==> config.mk <==
export PLATFORM = sky130hd
export DESIGN_NAME = bfr_top
export DESIGN_NICKNAME = d
export VERILOG_FILES = /design/src/core/bfr_pkg.sv /design/src/core/bfr_top.sv
export VERILOG_INCLUDE_DIRS = /design/src /design/src/core
export SDC_FILE = /design/constraint.sdc
export NUM_CORES = 1
export LEC_CHECK = 0
export BUFFER_PORTS_ARGS = -buffer_cell sky130_fd_sc_hd__buf_4
export CAP_MARGIN = 20
export CORE_ASPECT_RATIO = 0.5
export CORE_MARGIN = 5
export CORE_UTILIZATION = 55
export DETAILED_ROUTE_END_ITERATION = 10
export MAX_ROUTING_LAYER = met4
export PLACE_DENSITY = 0.75
export SYNTH_ARGS = -nofsm -noshare
export SYNTH_HDL_FRONTEND = slang
export SYNTH_SLANG_ARGS = --single-unit
==> constraint.sdc <==
create_clock -name clk -period 3.8 [get_ports clk]
set_input_delay 0 -clock clk [delete_from_list [all_inputs] [get_ports clk]]
set_output_delay 0 -clock clk [all_outputs]
set_load 0.02 [all_outputs]
==> src/core/bfr_defines.svh <==
// Constants for the bus fault response selector: offsets, field positions, resets, timing.
// Assumes a single 125 MHz system clock.
`ifndef BFR_DEFINES_SVH
`define BFR_DEFINES_SVH

`define BFR_ADDR_SEL 8'hB0
`define BFR_ADDR_LO 8'hB1
`define BFR_ADDR_HI 8'hB2
`define BFR_ADDR_STAT 8'hD2

`define BFR_SEL_BIT 7
`define BFR_LO_IN_UV_POS 6
`define BFR_HI_OUT_OV_POS 0
`define BFR_HI_OUT_UV_POS 2
`define BFR_HI_IN_OV_POS 4
`define BFR_HI_IN_UV_POS 6
`define BFR_STAT_BASE 3

`define BFR_SEL_RST 1'h0
`define BFR_RESP_RST 8'h00
`define BFR_STAT_RST 8'h00

`define BFR_CODE_HIC 2'h1
`define BFR_CODE_LAT 2'h2

`define BFR_NUM_FAULTS 5
`define BFR_TIMER_W 26
`define BFR_HICCUP_MS 500
`define BFR_CLK_KHZ 125000
`define BFR_HICCUP_CYCLES (`BFR_HICCUP_MS * `BFR_CLK_KHZ)

`endif

==> src/core/bfr_pkg.sv <==
// Types for the bus fault response selector.
// Assumes bfr_defines.svh is on the include path.
`default_nettype none
`include "bfr_defines.svh"

package bfr_pkg;

	typedef enum logic [2:0] {
		BFR_ST_RUN = 3'h1,
		BFR_ST_HIC = 3'h2,
		BFR_ST_LAT = 3'h4
	} bfr_state_e;

	typedef enum logic [2:0] {
		BFR_RSP_FLAG = 3'h1,
		BFR_RSP_HIC = 3'h2,
		BFR_RSP_LAT = 3'h4
	} bfr_resp_e;

	typedef struct packed {
		logic [`BFR_NUM_FAULTS-1:0] fault;
		logic [1:0] strap;
		logic pwm_en;
		logic dev_en;
	} bfr_pins_s;

	typedef struct packed {
		bfr_pins_s s1;
		bfr_pins_s s2;
		logic sel;
		logic [7:0] lo_resp;
		logic [7:0] hi_resp;
		logic [7:0] stat;
		bfr_state_e state;
		logic [`BFR_TIMER_W-1:0] timer;
		logic pwm_run;
		logic stat_n;
		logic [7:0] rdata;
		logic rvalid;
	} bfr_st_s;

endpackage

`default_nettype wire

==> src/core/bfr_top.sv <==
// Fault response selection for five supervised bus faults, with its control registers.
// Assumes fault levels, strap and enables arrive asynchronously and are synchronised here.
`timescale 1ns/100ps
`default_nettype none
`include "bfr_defines.svh"

module bfr_top #(
	parameter int unsigned HICCUP_CYCLES = `BFR_HICCUP_CYCLES
) (
	// Clock and reset.
	input wire logic clk,
	input wire logic arst_n,
	// Fault levels: 0 low-bus in UV, 1 high-bus out OV, 2 out UV, 3 in OV, 4 in UV.
	input wire logic [`BFR_NUM_FAULTS-1:0] fault_in,
	input wire logic [1:0] mode_strap,
	input wire logic pwm_en,
	input wire logic dev_en,
	// Register port.
	input wire logic reg_wr,
	input wire logic reg_rd,
	input wire logic [7:0] reg_addr,
	input wire logic [7:0] reg_wdata,
	output logic [7:0] reg_rdata,
	output logic reg_rvalid,
	// Outputs to the switching core and the pin.
	output logic pwm_run,
	output logic fault_status_out_n
);

	bfr_pkg::bfr_st_s r_q;
	bfr_pkg::bfr_st_s r_d;
	bfr_pkg::bfr_resp_e mode [`BFR_NUM_FAULTS];
	logic [2*`BFR_NUM_FAULTS-1:0] fields;
	logic [`BFR_NUM_FAULTS-1:0] faults;
	logic [7:0] stat_clr;
	logic any_lat;
	logic any_hic;
	logic en_all;

	function automatic bfr_pkg::bfr_resp_e resp_of(input logic [1:0] code);
		if (code == `BFR_CODE_HIC) begin
			return bfr_pkg::BFR_RSP_HIC;
		end else if (code == `BFR_CODE_LAT) begin
			return bfr_pkg::BFR_RSP_LAT;
		end
		return bfr_pkg::BFR_RSP_FLAG;
	endfunction

	always_comb begin
		r_d = r_q;
		r_d.s1 = '{fault: fault_in, strap: mode_strap, pwm_en: pwm_en, dev_en: dev_en};
		r_d.s2 = r_q.s1;
		faults = r_q.s2.fault;
		en_all = r_q.s2.pwm_en & r_q.s2.dev_en;
		fields = {r_q.hi_resp[`BFR_HI_IN_UV_POS +: 2], r_q.hi_resp[`BFR_HI_IN_OV_POS +: 2],
			r_q.hi_resp[`BFR_HI_OUT_UV_POS +: 2], r_q.hi_resp[`BFR_HI_OUT_OV_POS +: 2],
			r_q.lo_resp[`BFR_LO_IN_UV_POS +: 2]};
		any_lat = 1'b0;
		any_hic = 1'b0;
		for (int i = 0; i < `BFR_NUM_FAULTS; i++) begin
			mode[i] = resp_of(r_q.sel ? fields[2*i +: 2] : r_q.s2.strap);
			any_lat = any_lat | (faults[i] & (mode[i] == bfr_pkg::BFR_RSP_LAT));
			any_hic = any_hic | (faults[i] & (mode[i] == bfr_pkg::BFR_RSP_HIC));
		end

		stat_clr = 8'h00;
		if (reg_wr) begin
			unique case (reg_addr)
				`BFR_ADDR_SEL: r_d.sel = reg_wdata[`BFR_SEL_BIT];
				`BFR_ADDR_LO: r_d.lo_resp = reg_wdata;
				`BFR_ADDR_HI: r_d.hi_resp = reg_wdata;
				`BFR_ADDR_STAT: stat_clr = reg_wdata;
				default: ;
			endcase
		end
		r_d.stat = (r_q.stat & ~stat_clr) | {faults, 3'h0};

		unique case (r_q.state)
			bfr_pkg::BFR_ST_RUN: begin
				if (any_lat) begin
					r_d.state = bfr_pkg::BFR_ST_LAT;
				end else if (any_hic) begin
					r_d.state = bfr_pkg::BFR_ST_HIC;
					r_d.timer = '0;
				end
			end
			bfr_pkg::BFR_ST_HIC: begin
				if (any_lat) begin
					r_d.state = bfr_pkg::BFR_ST_LAT;
				end else if (any_hic) begin
					r_d.timer = '0;
				end else if (r_q.timer >= `BFR_TIMER_W'(HICCUP_CYCLES - 1)) begin
					r_d.state = bfr_pkg::BFR_ST_RUN;
				end else begin
					r_d.timer = r_q.timer + `BFR_TIMER_W'(1);
				end
			end
			bfr_pkg::BFR_ST_LAT: begin
				if (!en_all && !any_lat) begin
					r_d.state = bfr_pkg::BFR_ST_RUN;
				end
			end
			default: r_d.state = bfr_pkg::BFR_ST_LAT;
		endcase
		r_d.pwm_run = (r_d.state == bfr_pkg::BFR_ST_RUN) & en_all;
		r_d.stat_n = ~|r_d.stat;

		r_d.rvalid = reg_rd;
		r_d.rdata = 8'h00;
		if (reg_rd) begin
			unique case (reg_addr)
				`BFR_ADDR_SEL: r_d.rdata = {r_q.sel, 7'h00};
				`BFR_ADDR_LO: r_d.rdata = r_q.lo_resp;
				`BFR_ADDR_HI: r_d.rdata = r_q.hi_resp;
				`BFR_ADDR_STAT: r_d.rdata = r_q.stat;
				default: r_d.rdata = 8'h00;
			endcase
		end
	end

	always_ff @(posedge clk or negedge arst_n) begin
		if (!arst_n) begin
			r_q <= '{s1: '0, s2: '0, sel: `BFR_SEL_RST, lo_resp: `BFR_RESP_RST,
				hi_resp: `BFR_RESP_RST, stat: `BFR_STAT_RST, state: bfr_pkg::BFR_ST_RUN,
				timer: '0, pwm_run: 1'b0, stat_n: 1'b1, rdata: 8'h00, rvalid: 1'b0};
		end else begin
			r_q <= r_d;
		end
	end

	assign reg_rdata = r_q.rdata;
	assign reg_rvalid = r_q.rvalid;
	assign pwm_run = r_q.pwm_run;
	assign fault_status_out_n = r_q.stat_n;

	sel_field_a: assert property (@(posedge clk) disable iff (!arst_n)
		r_q.sel && r_q.lo_resp[7:6] == 2'h2 && faults[0] |=> r_q.state == bfr_pkg::BFR_ST_LAT)
		else $error("Register field latch-off not taken.");

	strap_sel_a: assert property (@(posedge clk) disable iff (!arst_n)
		!r_q.sel && r_q.s2.strap == 2'h1 && faults == 5'h01 && r_q.state == bfr_pkg::BFR_ST_RUN
		|=> r_q.state == bfr_pkg::BFR_ST_HIC)
		else $error("Strap hiccup not taken.");

	lo_decode_a: assert property (@(posedge clk) disable iff (!arst_n)
		r_q.sel && r_q.lo_resp[7:6] == 2'h3 && faults == 5'h01 && en_all
		&& r_q.state == bfr_pkg::BFR_ST_RUN |=> r_q.pwm_run)
		else $error("Code 11 did not act as flag only.");

	lo_status_a: assert property (@(posedge clk) disable iff (!arst_n)
		faults[0] |=> r_q.stat[3] && !fault_status_out_n)
		else $error("Low-bus undervoltage not flagged.");

	hiccup_stop_a: assert property (@(posedge clk) disable iff (!arst_n)
		(any_hic || any_lat) |=> !r_q.pwm_run)
		else $error("Switching ran during a hiccup fault.");

	latch_stop_a: assert property (@(posedge clk) disable iff (!arst_n)
		any_lat |=> r_q.state == bfr_pkg::BFR_ST_LAT && !r_q.pwm_run)
		else $error("Latch-off fault did not stop switching.");

	flag_run_a: assert property (@(posedge clk) disable iff (!arst_n)
		en_all && r_q.state == bfr_pkg::BFR_ST_RUN && !any_hic && !any_lat
		|=> r_q.pwm_run)
		else $error("Flag-only fault stopped switching.");

	stat_clear_a: assert property (@(posedge clk) disable iff (!arst_n)
		reg_wr && reg_addr == `BFR_ADDR_STAT && reg_wdata[`BFR_STAT_BASE] && !faults[0]
		|=> !r_q.stat[`BFR_STAT_BASE])
		else $error("Low-bus undervoltage status did not clear.");

	out_uv_stat_a: assert property (@(posedge clk) disable iff (!arst_n)
		faults[2] |=> r_q.stat[5])
		else $error("High-bus output undervoltage not flagged.");

	in_ov_stat_a: assert property (@(posedge clk) disable iff (!arst_n)
		faults[3] |=> r_q.stat[6])
		else $error("High-bus input overvoltage not flagged.");

	hiccup_end_a: assert property (@(posedge clk) disable iff (!arst_n)
		r_q.state == bfr_pkg::BFR_ST_HIC && !any_hic && !any_lat
		&& r_q.timer == `BFR_TIMER_W'(HICCUP_CYCLES - 1) |=> r_q.state == bfr_pkg::BFR_ST_RUN)
		else $error("Hiccup did not restart on time.");

	latch_hold_a: assert property (@(posedge clk) disable iff (!arst_n)
		r_q.state == bfr_pkg::BFR_ST_LAT && en_all |=> r_q.state == bfr_pkg::BFR_ST_LAT && !pwm_run)
		else $error("Latch-off released without enable toggle.");

	hi_reg_a: assert property (@(posedge clk) disable iff (!arst_n)
		reg_wr && reg_addr == `BFR_ADDR_HI ##1 !reg_wr ##1 reg_rd && reg_addr == `BFR_ADDR_HI
		|=> reg_rdata == $past(reg_wdata, 3) && reg_rvalid)
		else $error("High-bus register readback wrong.");

	hi_ov_stat_a: assert property (@(posedge clk) disable iff (!arst_n)
		faults[1] |=> r_q.stat[4])
		else $error("High-bus overvoltage not flagged.");

	status_pin_a: assert property (@(posedge clk) disable iff (!arst_n)
		fault_status_out_n == (r_q.stat == 8'h00))
		else $error("Status output disagrees with status bits.");

endmodule

`default_nettype wire

==> flow_summary.html, run 1 <==
<table>
<tr><th>Metric</th><th>Value</th></tr>
<tr><th colspan="2">Status</th></tr>
<tr><td>Outcome</td><td>complete, no violations</td></tr>
<tr><th colspan="2">Pwr</th></tr>
<tr><td>Total power of the final layout</td><td>~0.0019 W</td></tr>
<tr><td>Worst IR drop on VDD</td><td>around 0.33 mV</td></tr>
<tr><td>Power density over the cells</td><td>410 nW/um^2</td></tr>
<tr><td>Share of power burned in combinational logic</td><td>7.7%</td></tr>
<tr><td>Leakage</td><td>2.01 nW</td></tr>
<tr><td>Clock power frac</td><td>between 40% and 50%</td></tr>
<tr><td>Switching fraction of total power</td><td>approximately 23%</td></tr>
<tr><td>Sequential share of power</td><td>49.3%</td></tr>
<tr><td>Switching component of the power</td><td>around 0.00044 W</td></tr>
<tr><td>Cell internal power dissipation</td><td>~0.0015 W</td></tr>
<tr><th colspan="2">GRT</th></tr>
<tr><td>Global-route usage over all layers</td><td>20.6%</td></tr>
<tr><td>Top Usage Layer GRT</td><td>met2</td></tr>
<tr><td>Met3 layer usage reported by global route</td><td>under 10%</td></tr>
<tr><td>Grt ovf</td><td>0</td></tr>
<tr><td>Vias in the first global route</td><td>around 3100</td></tr>
<tr><td>Initial antenna violation count</td><td>1</td></tr>
<tr><td>Maximum number of pins on one net before global-route repair</td><td>between 80 and 90</td></tr>
<tr><td>Met2 Usage GRT</td><td>around a third</td></tr>
<tr><td>Wire length of the first global-routing pass</td><td>14300 um</td></tr>
<tr><td>Met1 capacity usage during global routing</td><td>~24%</td></tr>
<tr><th colspan="2">STA</th></tr>
<tr><td>Number of setup violations in the final report</td><td>0</td></tr>
<tr><td>WHS</td><td>between 0.05 and 0.06 ns</td></tr>
<tr><td>Minimum period implied by the final worst setup slack</td><td>around 2.6 ns</td></tr>
<tr><td>FMAX</td><td>roughly 390 MHz</td></tr>
<tr><td>Layout Skew</td><td>just under 0.009 ns</td></tr>
<tr><td>Unrepaired setup endpoints after global routing</td><td>false</td></tr>
<tr><td>Part of the cycle the worst path needs</td><td>67.3%</td></tr>
<tr><td>Setup tns final</td><td>0 ns</td></tr>
<tr><td>Transition time at the pin with the least slew margin</td><td>roughly 0.85 ns</td></tr>
<tr><td>Number of failing hold endpoints at the final stage</td><td>0</td></tr>
<tr><td>Max Transition Viols Final</td><td>0</td></tr>
<tr><td>Normalized max-slew margin</td><td>between 40 and 50%</td></tr>
<tr><th colspan="2">Logic synthesis</th></tr>
<tr><td>Share of flip-flops with an asynchronous set or reset</td><td>100%</td></tr>
<tr><td>Instance count of the mapped netlist</td><td>approximately 350</td></tr>
<tr><td>Sequential cell area fraction in the yosys report</td><td>a little over half</td></tr>
<tr><td>Number of synthesized register bits</td><td>between 80 and 90</td></tr>
<tr><td>Mean Syn Cell Area</td><td>about 11 sq um</td></tr>
<tr><td>Area of the mapped netlist</td><td>~3800 sq um</td></tr>
<tr><td>Nets in the synthesized netlist</td><td>approximately 380</td></tr>
<tr><td>Dominant synthesized flop cell</td><td>dfrtp_1</td></tr>
<tr><td>Count of distinct cell types in the synthesized netlist</td><td>just under 60</td></tr>
<tr><td>Number of flops mapped to enable cells by yosys</td><td>0</td></tr>
<tr><td>Synth Warn #</td><td>0</td></tr>
<tr><th colspan="2">Clock tree</th></tr>
<tr><td>Clock-pin slew on the worst setup and hold paths</td><td>around 0.06 ns</td></tr>
<tr><td>Clock tree from TritonCTS</td><td>built</td></tr>
<tr><td>TritonCTS sink count</td><td>83</td></tr>
<tr><td>Clock Root Buffer</td><td>clkbuf_16</td></tr>
<tr><td>Worst-Skew Late Latency</td><td>around 0.34 ns</td></tr>
<tr><td>Setup bufs post-CTS</td><td>0</td></tr>
<tr><td>Post-cts repair resize count</td><td>0</td></tr>
<tr><td>Buffer levels on the longest clock path</td><td>2</td></tr>
<tr><td>TritonCTS buffer count</td><td>9</td></tr>
<tr><td>Maximum level of the CTS H-tree</td><td>3</td></tr>
<tr><th colspan="2">Routing</th></tr>
<tr><td>Via total after detailed routing</td><td>approximately 3000</td></tr>
<tr><td>Vias/cell</td><td>5.93</td></tr>
<tr><td>Detailed-routing iteration count for the pre-antenna-repair pass</td><td>5</td></tr>
<tr><td>Wire length after detailed routing</td><td>between 8000 and 9000 um</td></tr>
<tr><td>Iteration-0 DRC Markers</td><td>~230</td></tr>
<tr><td>Post-route DRC</td><td>0</td></tr>
<tr><td>Per-cell routed wire length</td><td>16.5 um</td></tr>
<tr><td>Remaining number of nets flagged by the antenna check after routing</td><td>0</td></tr>
<tr><th colspan="2">Critical path</th></tr>
<tr><td>Startpoint class of the critical path</td><td>register</td></tr>
<tr><td>Crit Path Max Fanout</td><td>26</td></tr>
<tr><td>Beginning of the critical path</td><td>r_q[64]$_DFFE_PN0P_</td></tr>
<tr><td>Critical path class</td><td>register to register</td></tr>
<tr><td>Startpoint of the worst register-to-register path</td><td>r_q[64]$_DFFE_PN0P_</td></tr>
<tr><td>Required time reported for the critical path endpoint</td><td>approximately 4.1 ns</td></tr>
<tr><td>Data arrival time of the critical path</td><td>between 2 and 3 ns</td></tr>
<tr><td>Category of the worst setup path capture point</td><td>register</td></tr>
<tr><th colspan="2">Finish</th></tr>
<tr><td>Net count reported at finish</td><td>436</td></tr>
<tr><td>Sequential cell area</td><td>roughly 2100 sq um</td></tr>
<tr><td>Top library cells by usage in the layout, fill and taps aside</td><td>81 x dfrtp_1, 40 x buf_4, 35 x nand2_1</td></tr>
<tr><td>Ratio of cells with drive above 1 in the final layout</td><td>23.1%</td></tr>
<tr><td>Synthesis-to-finish area growth</td><td>21.2%</td></tr>
<tr><td>Multi-input gate area in the final layout</td><td>1600 sq um</td></tr>
<tr><td>Fill cell instance count of the final layout</td><td>518</td></tr>
<tr><td>Leading cell type in the layout, fill and taps excluded</td><td>dfrtp_1</td></tr>
<tr><th colspan="2">Floorplanning</th></tr>
<tr><td>Core region area</td><td>6730 sq um</td></tr>
<tr><td>Initial Util</td><td>roughly 57%</td></tr>
<tr><td>Die Area</td><td>8840 sq um</td></tr>
<tr><td>Placement row count</td><td>21</td></tr>
<tr><td>Die Width</td><td>between 100 and 150 um</td></tr>
<tr><td>Height of the chip</td><td>69.0 um</td></tr>
<tr><td>Ports placed on the boundary</td><td>40</td></tr>
<tr><th colspan="2">Hold path</th></tr>
<tr><td>Worst hold path type</td><td>input pin to register</td></tr>
<tr><td>Hold path startpoint</td><td>reg_wr</td></tr>
<tr><th colspan="2">Flow run</th></tr>
<tr><td>Max_cap viols</td><td>0</td></tr>
<tr><th colspan="2">Placed design</th></tr>
<tr><td>Routability congestion estimate from global placement</td><td>between 0.8 and 0.9</td></tr>
<tr><td>Post-DP HPWL</td><td>approximately 5600 um</td></tr>
<tr><td>Count of input and output buffers</td><td>39</td></tr>
</table>
worst max-delay path, cell delays in order, from the launching register on:
cell and delay [ns]:
dfrtp_1 0.51, or3b_4 0.21, a21oi_1 0.06, a2111o_2 0.53
nor2_8 0.16, o21ai_2 0.26, or4_1 0.57, a21oi_1 0.16
layout make-up:
cell class	instances	area share, %
inverter	11	0.889
antenna	1	0.0539
clock buffer	11	5.44
multi-input combinational	241	34.5
timing repair buffer	60	11.2
sequential	83	44.8
clock inverter	5	0.754
tap	92	2.48
state kept, by name (all words and copies together), names as in the netlist:
name and count:
fault_status_out_n 1, reg_rvalid 1, fields 10, reg_rdata 8, pwm_run 1, r_q 48, r_d 9, faults 5
through the flow:
| stage | std cells | util [%] | setup slack, ns | cell area [sq um] |
|---|---|---|---|---|
| after floorplan | 351 | - | 1.66 | 3830 |
| after global placement | 467 | 61.5 | 1.40 | 4140 |
| after detailed placement | 467 | 61.5 | 1.28 | 4140 |
| after CTS | 502 | 68.6 | 1.24 | 4610 |
| after global routing | 504 | 69.0 | 1.02 | 4640 |
| final | 504 | 69.0 | 1.24 | 4640 |
per-layer routing:
layer	vias to the layer above	wire, um
li1	1402	-
met2	84	4230
met3	24	367
met4	0	246
met1	1478	3470
met5	-	0
power groups by stage:
stage	Combinational [W]	Clock, W	Sequential (W)
floorplan	0.0000736	0	0.000949
global placement	0.000124	0	0.000954
detailed placement	0.000129	0	0.000956
CTS	0.000145	0.000838	0.000940
global route	0.000163	0.000881	0.000943
finish	0.000147	0.000819	0.000940
kinds of logic after synthesis:
group | Yosys count | synth area share, %
buffers and inverters | 27 | 3.98
and+or+nand+nor | 138 | 19.6
DFF | 83 | 54.3
adders and majority gates | 1 | 0.326
muxes | 21 | 6.07
xor gates and xnor gates | 3 | 0.686
AOI/OAI and AO/OA | 78 | 15.1
synthesized netlist by cell type (all sizes together), types with 2 or more instances:
master	instances	area, sq um
a21boi	5	37.5
a21o	6	45.0
a21oi	19	114
a222oi	8	80.1
and2	2	12.5
and3	3	18.8
buf	15	108
dfrtp	81	2030
dfstp	2	52.6
inv	11	41.3
mux2	18	203
mux2i	3	30.0
nand2	35	131
nand2b	2	12.5
nand3	16	80.1
nand3b	9	67.6
nand4	2	12.5
nand4b	3	26.3
nor2	28	124
nor3	4	20.0
nor4	5	31.3
o2111ai	3	43.8
o211ai	3	22.5
o21ai	18	93.8
o311ai	3	26.3
o31ai	3	22.5
or2	6	37.5
or3	11	68.8
or3b	2	20.0
or4	6	45.0
or4b	2	20.0
xnor2	3	26.3
what timing repair did:
action | 4_1_cts | 5_1_grt
endpoints found under the hold margin | 116 | 0
hold buffers | 19 | 0
endpoints found under the setup margin | 0 | 0
worst paths after layout:
path / to / depth (start not counted) / slack [ns]
max in group asynchronous: fault_status_out_n$_DFF_PN1_ / 3 / 3.04
worst min register to register: faults[4]$_DFF_PN0_ / 0 / 0.34
worst min-delay path: r_q[64]$_DFFE_PN0P_ / 3 / 0.06
min in group asynchronous: r_q[47]$_DFF_PN0_ / 2 / 0.14
worst max register to register: r_q[26]$_DFFE_PN0P_ / 7 / 1.24
worst max-delay path: r_q[26]$_DFFE_PN0P_ / 7 / 1.24
(Power assumes the default switching activity.)
==> run 2, diff against run 1 <==
Settings changed: ABC_AREA set to 1, PLACE_DENSITY 0.75 to 0.74.
Clock period 3.8 ns to 2.6 ns, I/O delays scaled along.
==> flow_summary.html, run 2 <==
<table>
<tr><th>Metric</th><th>Value</th></tr>
<tr><th colspan="2">Logic synthesis</th></tr>
<tr><td>Number of flops mapped to enable cells by yosys</td><td>0 (unchanged)</td></tr>
<tr><td>Dominant synthesized flop cell</td><td>dfrtp_1</td></tr>
<tr><td>Sequential cell area fraction in the yosys report</td><td>45.5% (-8.8 points)</td></tr>
<tr><td>Area of the mapped netlist</td><td>4570 sq um (+19%)</td></tr>
<tr><td>Synth Warn #</td><td>0 (unchanged)</td></tr>
<tr><td>Count of distinct cell types in the synthesized netlist</td><td>33 (-43%)</td></tr>
<tr><td>Post-synth top area share</td><td>44.3% (-8.6 points)</td></tr>
<tr><td>Mean Syn Cell Area</td><td>7.14 sq um (-35%)</td></tr>
<tr><td>Nets in the synthesized netlist</td><td>670 (+76%)</td></tr>
<tr><td>Cell types with the largest area share after synthesis</td><td>dfrtp_1 44%, nand2_1 19%, nor2_1 7.0%, nand3_1 6.9%, inv_1 5.9%</td></tr>
<tr><td>Ranking of synthesized cells by instance count</td><td>235 x nand2_1, 85 x nor2_1, 81 x dfrtp_1, 72 x inv_1, 63 x nand3_1</td></tr>
<tr><td>Share of flip-flops with an asynchronous set or reset</td><td>100% (unchanged)</td></tr>
<tr><td>Biggest area consumer among synthesized cells</td><td>dfrtp_1</td></tr>
<tr><td>Number of synthesized register bits</td><td>83 (unchanged)</td></tr>
<tr><td>Instance count of the mapped netlist</td><td>640 (+82%)</td></tr>
<tr><td>Cell with the most instances after synthesis</td><td>nand2_1</td></tr>
<tr><th colspan="2">Hold path</th></tr>
<tr><td>Hold path startpoint</td><td>reg_addr[2]</td></tr>
<tr><td>Worst hold path type</td><td>input pin to register</td></tr>
<tr><td>Hold depth</td><td>6 (+3)</td></tr>
<tr><th colspan="2">Finish</th></tr>
<tr><td>Non-filler cells in the finished layout</td><td>812 (+61%)</td></tr>
<tr><td>Share of the core filled with cells</td><td>67.5% (-1.5 points)</td></tr>
<tr><td>Number of flip-flops under the largest register name</td><td>48 (unchanged)</td></tr>
<tr><td>Net count reported at finish</td><td>725 (+66%)</td></tr>
<tr><td>Top library cells by usage in the layout, fill and taps aside</td><td>235 x nand2_1, 85 x nor2_1, 81 x dfrtp_1</td></tr>
<tr><td>Leading cell type in the layout, fill and taps excluded</td><td>nand2_1</td></tr>
<tr><td>Biggest register</td><td>r_q</td></tr>
<tr><td>Fill cell instance count of the final layout</td><td>685 (+32%)</td></tr>
<tr><td>Number of antenna diodes</td><td>0 (-1)</td></tr>
<tr><td>Synthesis-to-finish area growth</td><td>19.0%</td></tr>
<tr><td>Ratio of cells with drive above 1 in the final layout</td><td>11.0% (-12 points)</td></tr>
<tr><th colspan="2">Critical path</th></tr>
<tr><td>R2R cell count</td><td>10 (+3)</td></tr>
<tr><td>Crit Path Max Fanout</td><td>27 (+3.8%)</td></tr>
<tr><td>Sum of buffers and inverters on the critical path</td><td>2 (+2)</td></tr>
<tr><td>Kind of cell adding the most delay to the critical path</td><td>simple AND/OR/NAND/NOR gates</td></tr>
<tr><td>Category of the worst setup path capture point</td><td>register</td></tr>
<tr><td>Required time reported for the critical path endpoint</td><td>2.83 ns (-1.23 ns)</td></tr>
<tr><td>Beginning of the critical path</td><td>r_q[64]$_DFFE_PN0P_</td></tr>
<tr><td>Data arrival time of the critical path</td><td>2.33 ns (-0.49 ns)</td></tr>
<tr><td>Cell repeated most along the worst path</td><td>nand2_2</td></tr>
<tr><td>Critical path class</td><td>register to register</td></tr>
<tr><td>Cell with the biggest individual delay on the critical path</td><td>dfrtp_1</td></tr>
<tr><td>Critical-path cell list</td><td>inv_2, nand2_2, nand2_1, inv_1, nand3_1, o21ai_2, nor2_8, nand2_2, nand3_4, and2_1</td></tr>
<tr><td>Startpoint of the worst register-to-register path</td><td>r_q[64]$_DFFE_PN0P_</td></tr>
<tr><td>Crit-path max cell delay</td><td>0.61 ns (+0.04 ns)</td></tr>
<tr><td>Crit path depth</td><td>10 (+3)</td></tr>
<tr><td>Startpoint class of the critical path</td><td>register</td></tr>
<tr><th colspan="2">Pwr</th></tr>
<tr><td>Sequential share of power</td><td>46.8% (-2.5 points)</td></tr>
<tr><td>Total power of the final layout</td><td>0.00290 W (+52%)</td></tr>
<tr><td>Switching component of the power</td><td>0.000710 W (+61%)</td></tr>
<tr><td>Cell internal power dissipation</td><td>0.00219 W (+49%)</td></tr>
<tr><td>Clock power frac</td><td>45.0% (+2.0 points)</td></tr>
<tr><td>Share of power burned in combinational logic</td><td>8.2% (+0.5 points)</td></tr>
<tr><td>Worst IR drop on VDD</td><td>0.461 mV (+38%)</td></tr>
<tr><td>Leakage</td><td>2.79 nW (+39%)</td></tr>
<tr><td>Power density over the cells</td><td>533 nW/um^2 (+30%)</td></tr>
<tr><td>Switching fraction of total power</td><td>24.5% (+1.4 points)</td></tr>
<tr><th colspan="2">GRT</th></tr>
<tr><td>Vias in the first global route</td><td>3994 (+30%)</td></tr>
<tr><td>Global-route usage over all layers</td><td>23.2% (+2.6 points)</td></tr>
<tr><td>Grt ovf</td><td>0 (unchanged)</td></tr>
<tr><td>Initial antenna violation count</td><td>0 (-1)</td></tr>
<tr><td>Maximum number of pins on one net before global-route repair</td><td>84 (unchanged)</td></tr>
<tr><td>Wire length of the first global-routing pass</td><td>18700 um (+31%)</td></tr>
<tr><th colspan="2">STA</th></tr>
<tr><td>Normalized max-slew margin</td><td>65.4% (+22 points)</td></tr>
<tr><td>Unrepaired setup endpoints after global routing</td><td>false</td></tr>
<tr><td>FMAX</td><td>477 MHz (+22%)</td></tr>
<tr><td>Layout Skew</td><td>0.00734 ns (-0.00157 ns)</td></tr>
<tr><td>Transition time at the pin with the least slew margin</td><td>0.518 ns (-0.328 ns)</td></tr>
<tr><td>Setup tns final</td><td>0 ns (unchanged)</td></tr>
<tr><td>Final worst setup slack</td><td>0.503 ns (-0.739 ns)</td></tr>
<tr><td>Number of failing hold endpoints at the final stage</td><td>0 (unchanged)</td></tr>
<tr><td>Minimum period implied by the final worst setup slack</td><td>2.10 ns (-0.461 ns)</td></tr>
<tr><td>Number of setup violations in the final report</td><td>0 (unchanged)</td></tr>
<tr><td>Part of the cycle the worst path needs</td><td>80.6% (+13 points)</td></tr>
<tr><td>Max Transition Viols Final</td><td>0 (unchanged)</td></tr>
<tr><th colspan="2">Floorplanning</th></tr>
<tr><td>Core region area</td><td>8060 sq um (+20%)</td></tr>
<tr><td>Height of the chip</td><td>74.5 um (+7.9%)</td></tr>
<tr><td>Initial Util</td><td>56.7% (-0.24 points)</td></tr>
<tr><td>Ports placed on the boundary</td><td>40 (unchanged)</td></tr>
<tr><td>Placement row count</td><td>23 (+9.5%)</td></tr>
<tr><td>Die Area</td><td>10300 sq um (+17%)</td></tr>
<tr><td>Die Width</td><td>139 um (+8.5%)</td></tr>
<tr><th colspan="2">Clock tree</th></tr>
<tr><td>Maximum level of the CTS H-tree</td><td>3 (unchanged)</td></tr>
<tr><td>Clock-pin slew on the worst setup and hold paths</td><td>0.06 ns (about the same)</td></tr>
<tr><td>Buffer levels on the longest clock path</td><td>2 (unchanged)</td></tr>
<tr><td>Post-cts repair resize count</td><td>0 (unchanged)</td></tr>
<tr><td>Clock Root Buffer</td><td>clkbuf_16</td></tr>
<tr><td>TritonCTS buffer count</td><td>9 (unchanged)</td></tr>
<tr><td>TritonCTS sink count</td><td>83 (unchanged)</td></tr>
<tr><td>Clock tree from TritonCTS</td><td>built</td></tr>
<tr><td>Number of buffers added to fix hold violations after cts</td><td>22 (+3)</td></tr>
<tr><td>Setup bufs post-CTS</td><td>0 (unchanged)</td></tr>
<tr><td>Worst-Skew Late Latency</td><td>0.34 ns (about the same)</td></tr>
<tr><th colspan="2">Status</th></tr>
<tr><td>Outcome</td><td>complete, no violations</td></tr>
<tr><th colspan="2">Placed design</th></tr>
<tr><td>Routability congestion estimate from global placement</td><td>0.962 (+15%)</td></tr>
<tr><td>Count of input and output buffers</td><td>39 (unchanged)</td></tr>
<tr><td>Post-DP HPWL</td><td>7440 um (+33%)</td></tr>
<tr><td>Placement Setup Slack</td><td>0.505 ns (-0.773 ns)</td></tr>
<tr><td>Number of cells in the design after placement</td><td>773 (+66%)</td></tr>
<tr><th colspan="2">Routing</th></tr>
<tr><td>Via total after detailed routing</td><td>4103 (+37%)</td></tr>
<tr><td>Per-cell routed wire length</td><td>13.2 um (-20%)</td></tr>
<tr><td>Vias/cell</td><td>5.05 (-15%)</td></tr>
<tr><td>Detailed-routing iteration count for the pre-antenna-repair pass</td><td>5 (unchanged)</td></tr>
<tr><td>Remaining number of nets flagged by the antenna check after routing</td><td>0 (unchanged)</td></tr>
<tr><td>Iteration-0 DRC Markers</td><td>323 (+43%)</td></tr>
<tr><td>Post-route DRC</td><td>0 (unchanged)</td></tr>
<tr><td>Wire length after detailed routing</td><td>10700 um (+29%)</td></tr>
<tr><th colspan="2">Flow run</th></tr>
<tr><td>Max_cap viols</td><td>0 (unchanged)</td></tr>
</table>
[run 2: changes by cell type after synthesis, sizes merged, moves of 9 or more]
cell / change
nand2: +204
inv: +63
nor2: +60
nand3: +52
mux2: -18
a21oi: -17
or3: -11
xor2: +11
o21ai: +10
nand3b: -9
[run 2: worst min-delay path, delay by kind of cell]
kind                   cells  cell delay [ns]
AND/OR/NAND/NOR            3             0.18
buffers and inverters      2             0.16
AO/OA/AOI/OAI              1             0.07
[run 2: logic make-up after synthesis]
family,synth area share (%)
AOI/OAI and AO/OA,4.38
xor gates and xnor gates,2.30
adders and majority gates,0.274
buffers and inverters,9.44
DFF,45.5
and+or+nand+nor,38.1
[run 2: through the flow]
step | hold slack [ns] | instance area, sq um
2_1_floorplan | -0.296 | 4570
3_3_place_gp | 0.109 | 4890
3_5_place_dp | 0.110 | 4890
4_1_cts | 0.0840 | 5410
5_1_grt | 0.158 | 5440
6_report | 0.0976 | 5440
[run 2: path summary, 6_finish.rpt]
path / slack (ns) / to
max: 0.50 / pwm_run$_DFF_PN0_
min: 0.1 / r_q[64]$_DFFE_PN0P_
max reg2reg: 0.50 / pwm_run$_DFF_PN0_
min reg2reg: 0.35 / r_q[66]$_DFF_PN0_
max in group asynchronous: 1.80 / r_q[37]$_DFF_PN1_
min in group asynchronous: 0.15 / r_q[41]$_DFF_PN0_
[run 2: final cells by class]
class                      instances  area [sq um]  area share, %
clock buffer                       9           225           4.14
clock inverter                     7          81.3           1.49
inverter                          77           292           5.36
multi-input combinational        459          2060           37.9
sequential                        83          2080           38.2
tap                              112           140           2.58
timing repair buffer              65           563           10.3
[run 2: power by group through the flow]
stage	Sequential [W]	Combinational, W	Clock (W)
3_5_place_dp	0.00138	0.000205	0
3_3_place_gp	0.00138	0.000200	0
5_1_grt	0.00136	0.000268	0.00138
2_1_floorplan	0.00137	0.000119	0
4_1_cts	0.00136	0.000232	0.00133
6_report	0.00136	0.000236	0.00131
[run 2: metal layers]
| layer | share of wire, % | track usage [%] | vias up |
|---|---|---|---|
| li1 | - | - | 2087 |
| met1 | 46 | 29.1 | 1895 |
| met2 | 47 | 39.2 | 109 |
| met3 | 5.1 | 5.01 | 12 |
| met4 | 1.3 | 6.07 | 0 |
| met5 | 0 | - | - |
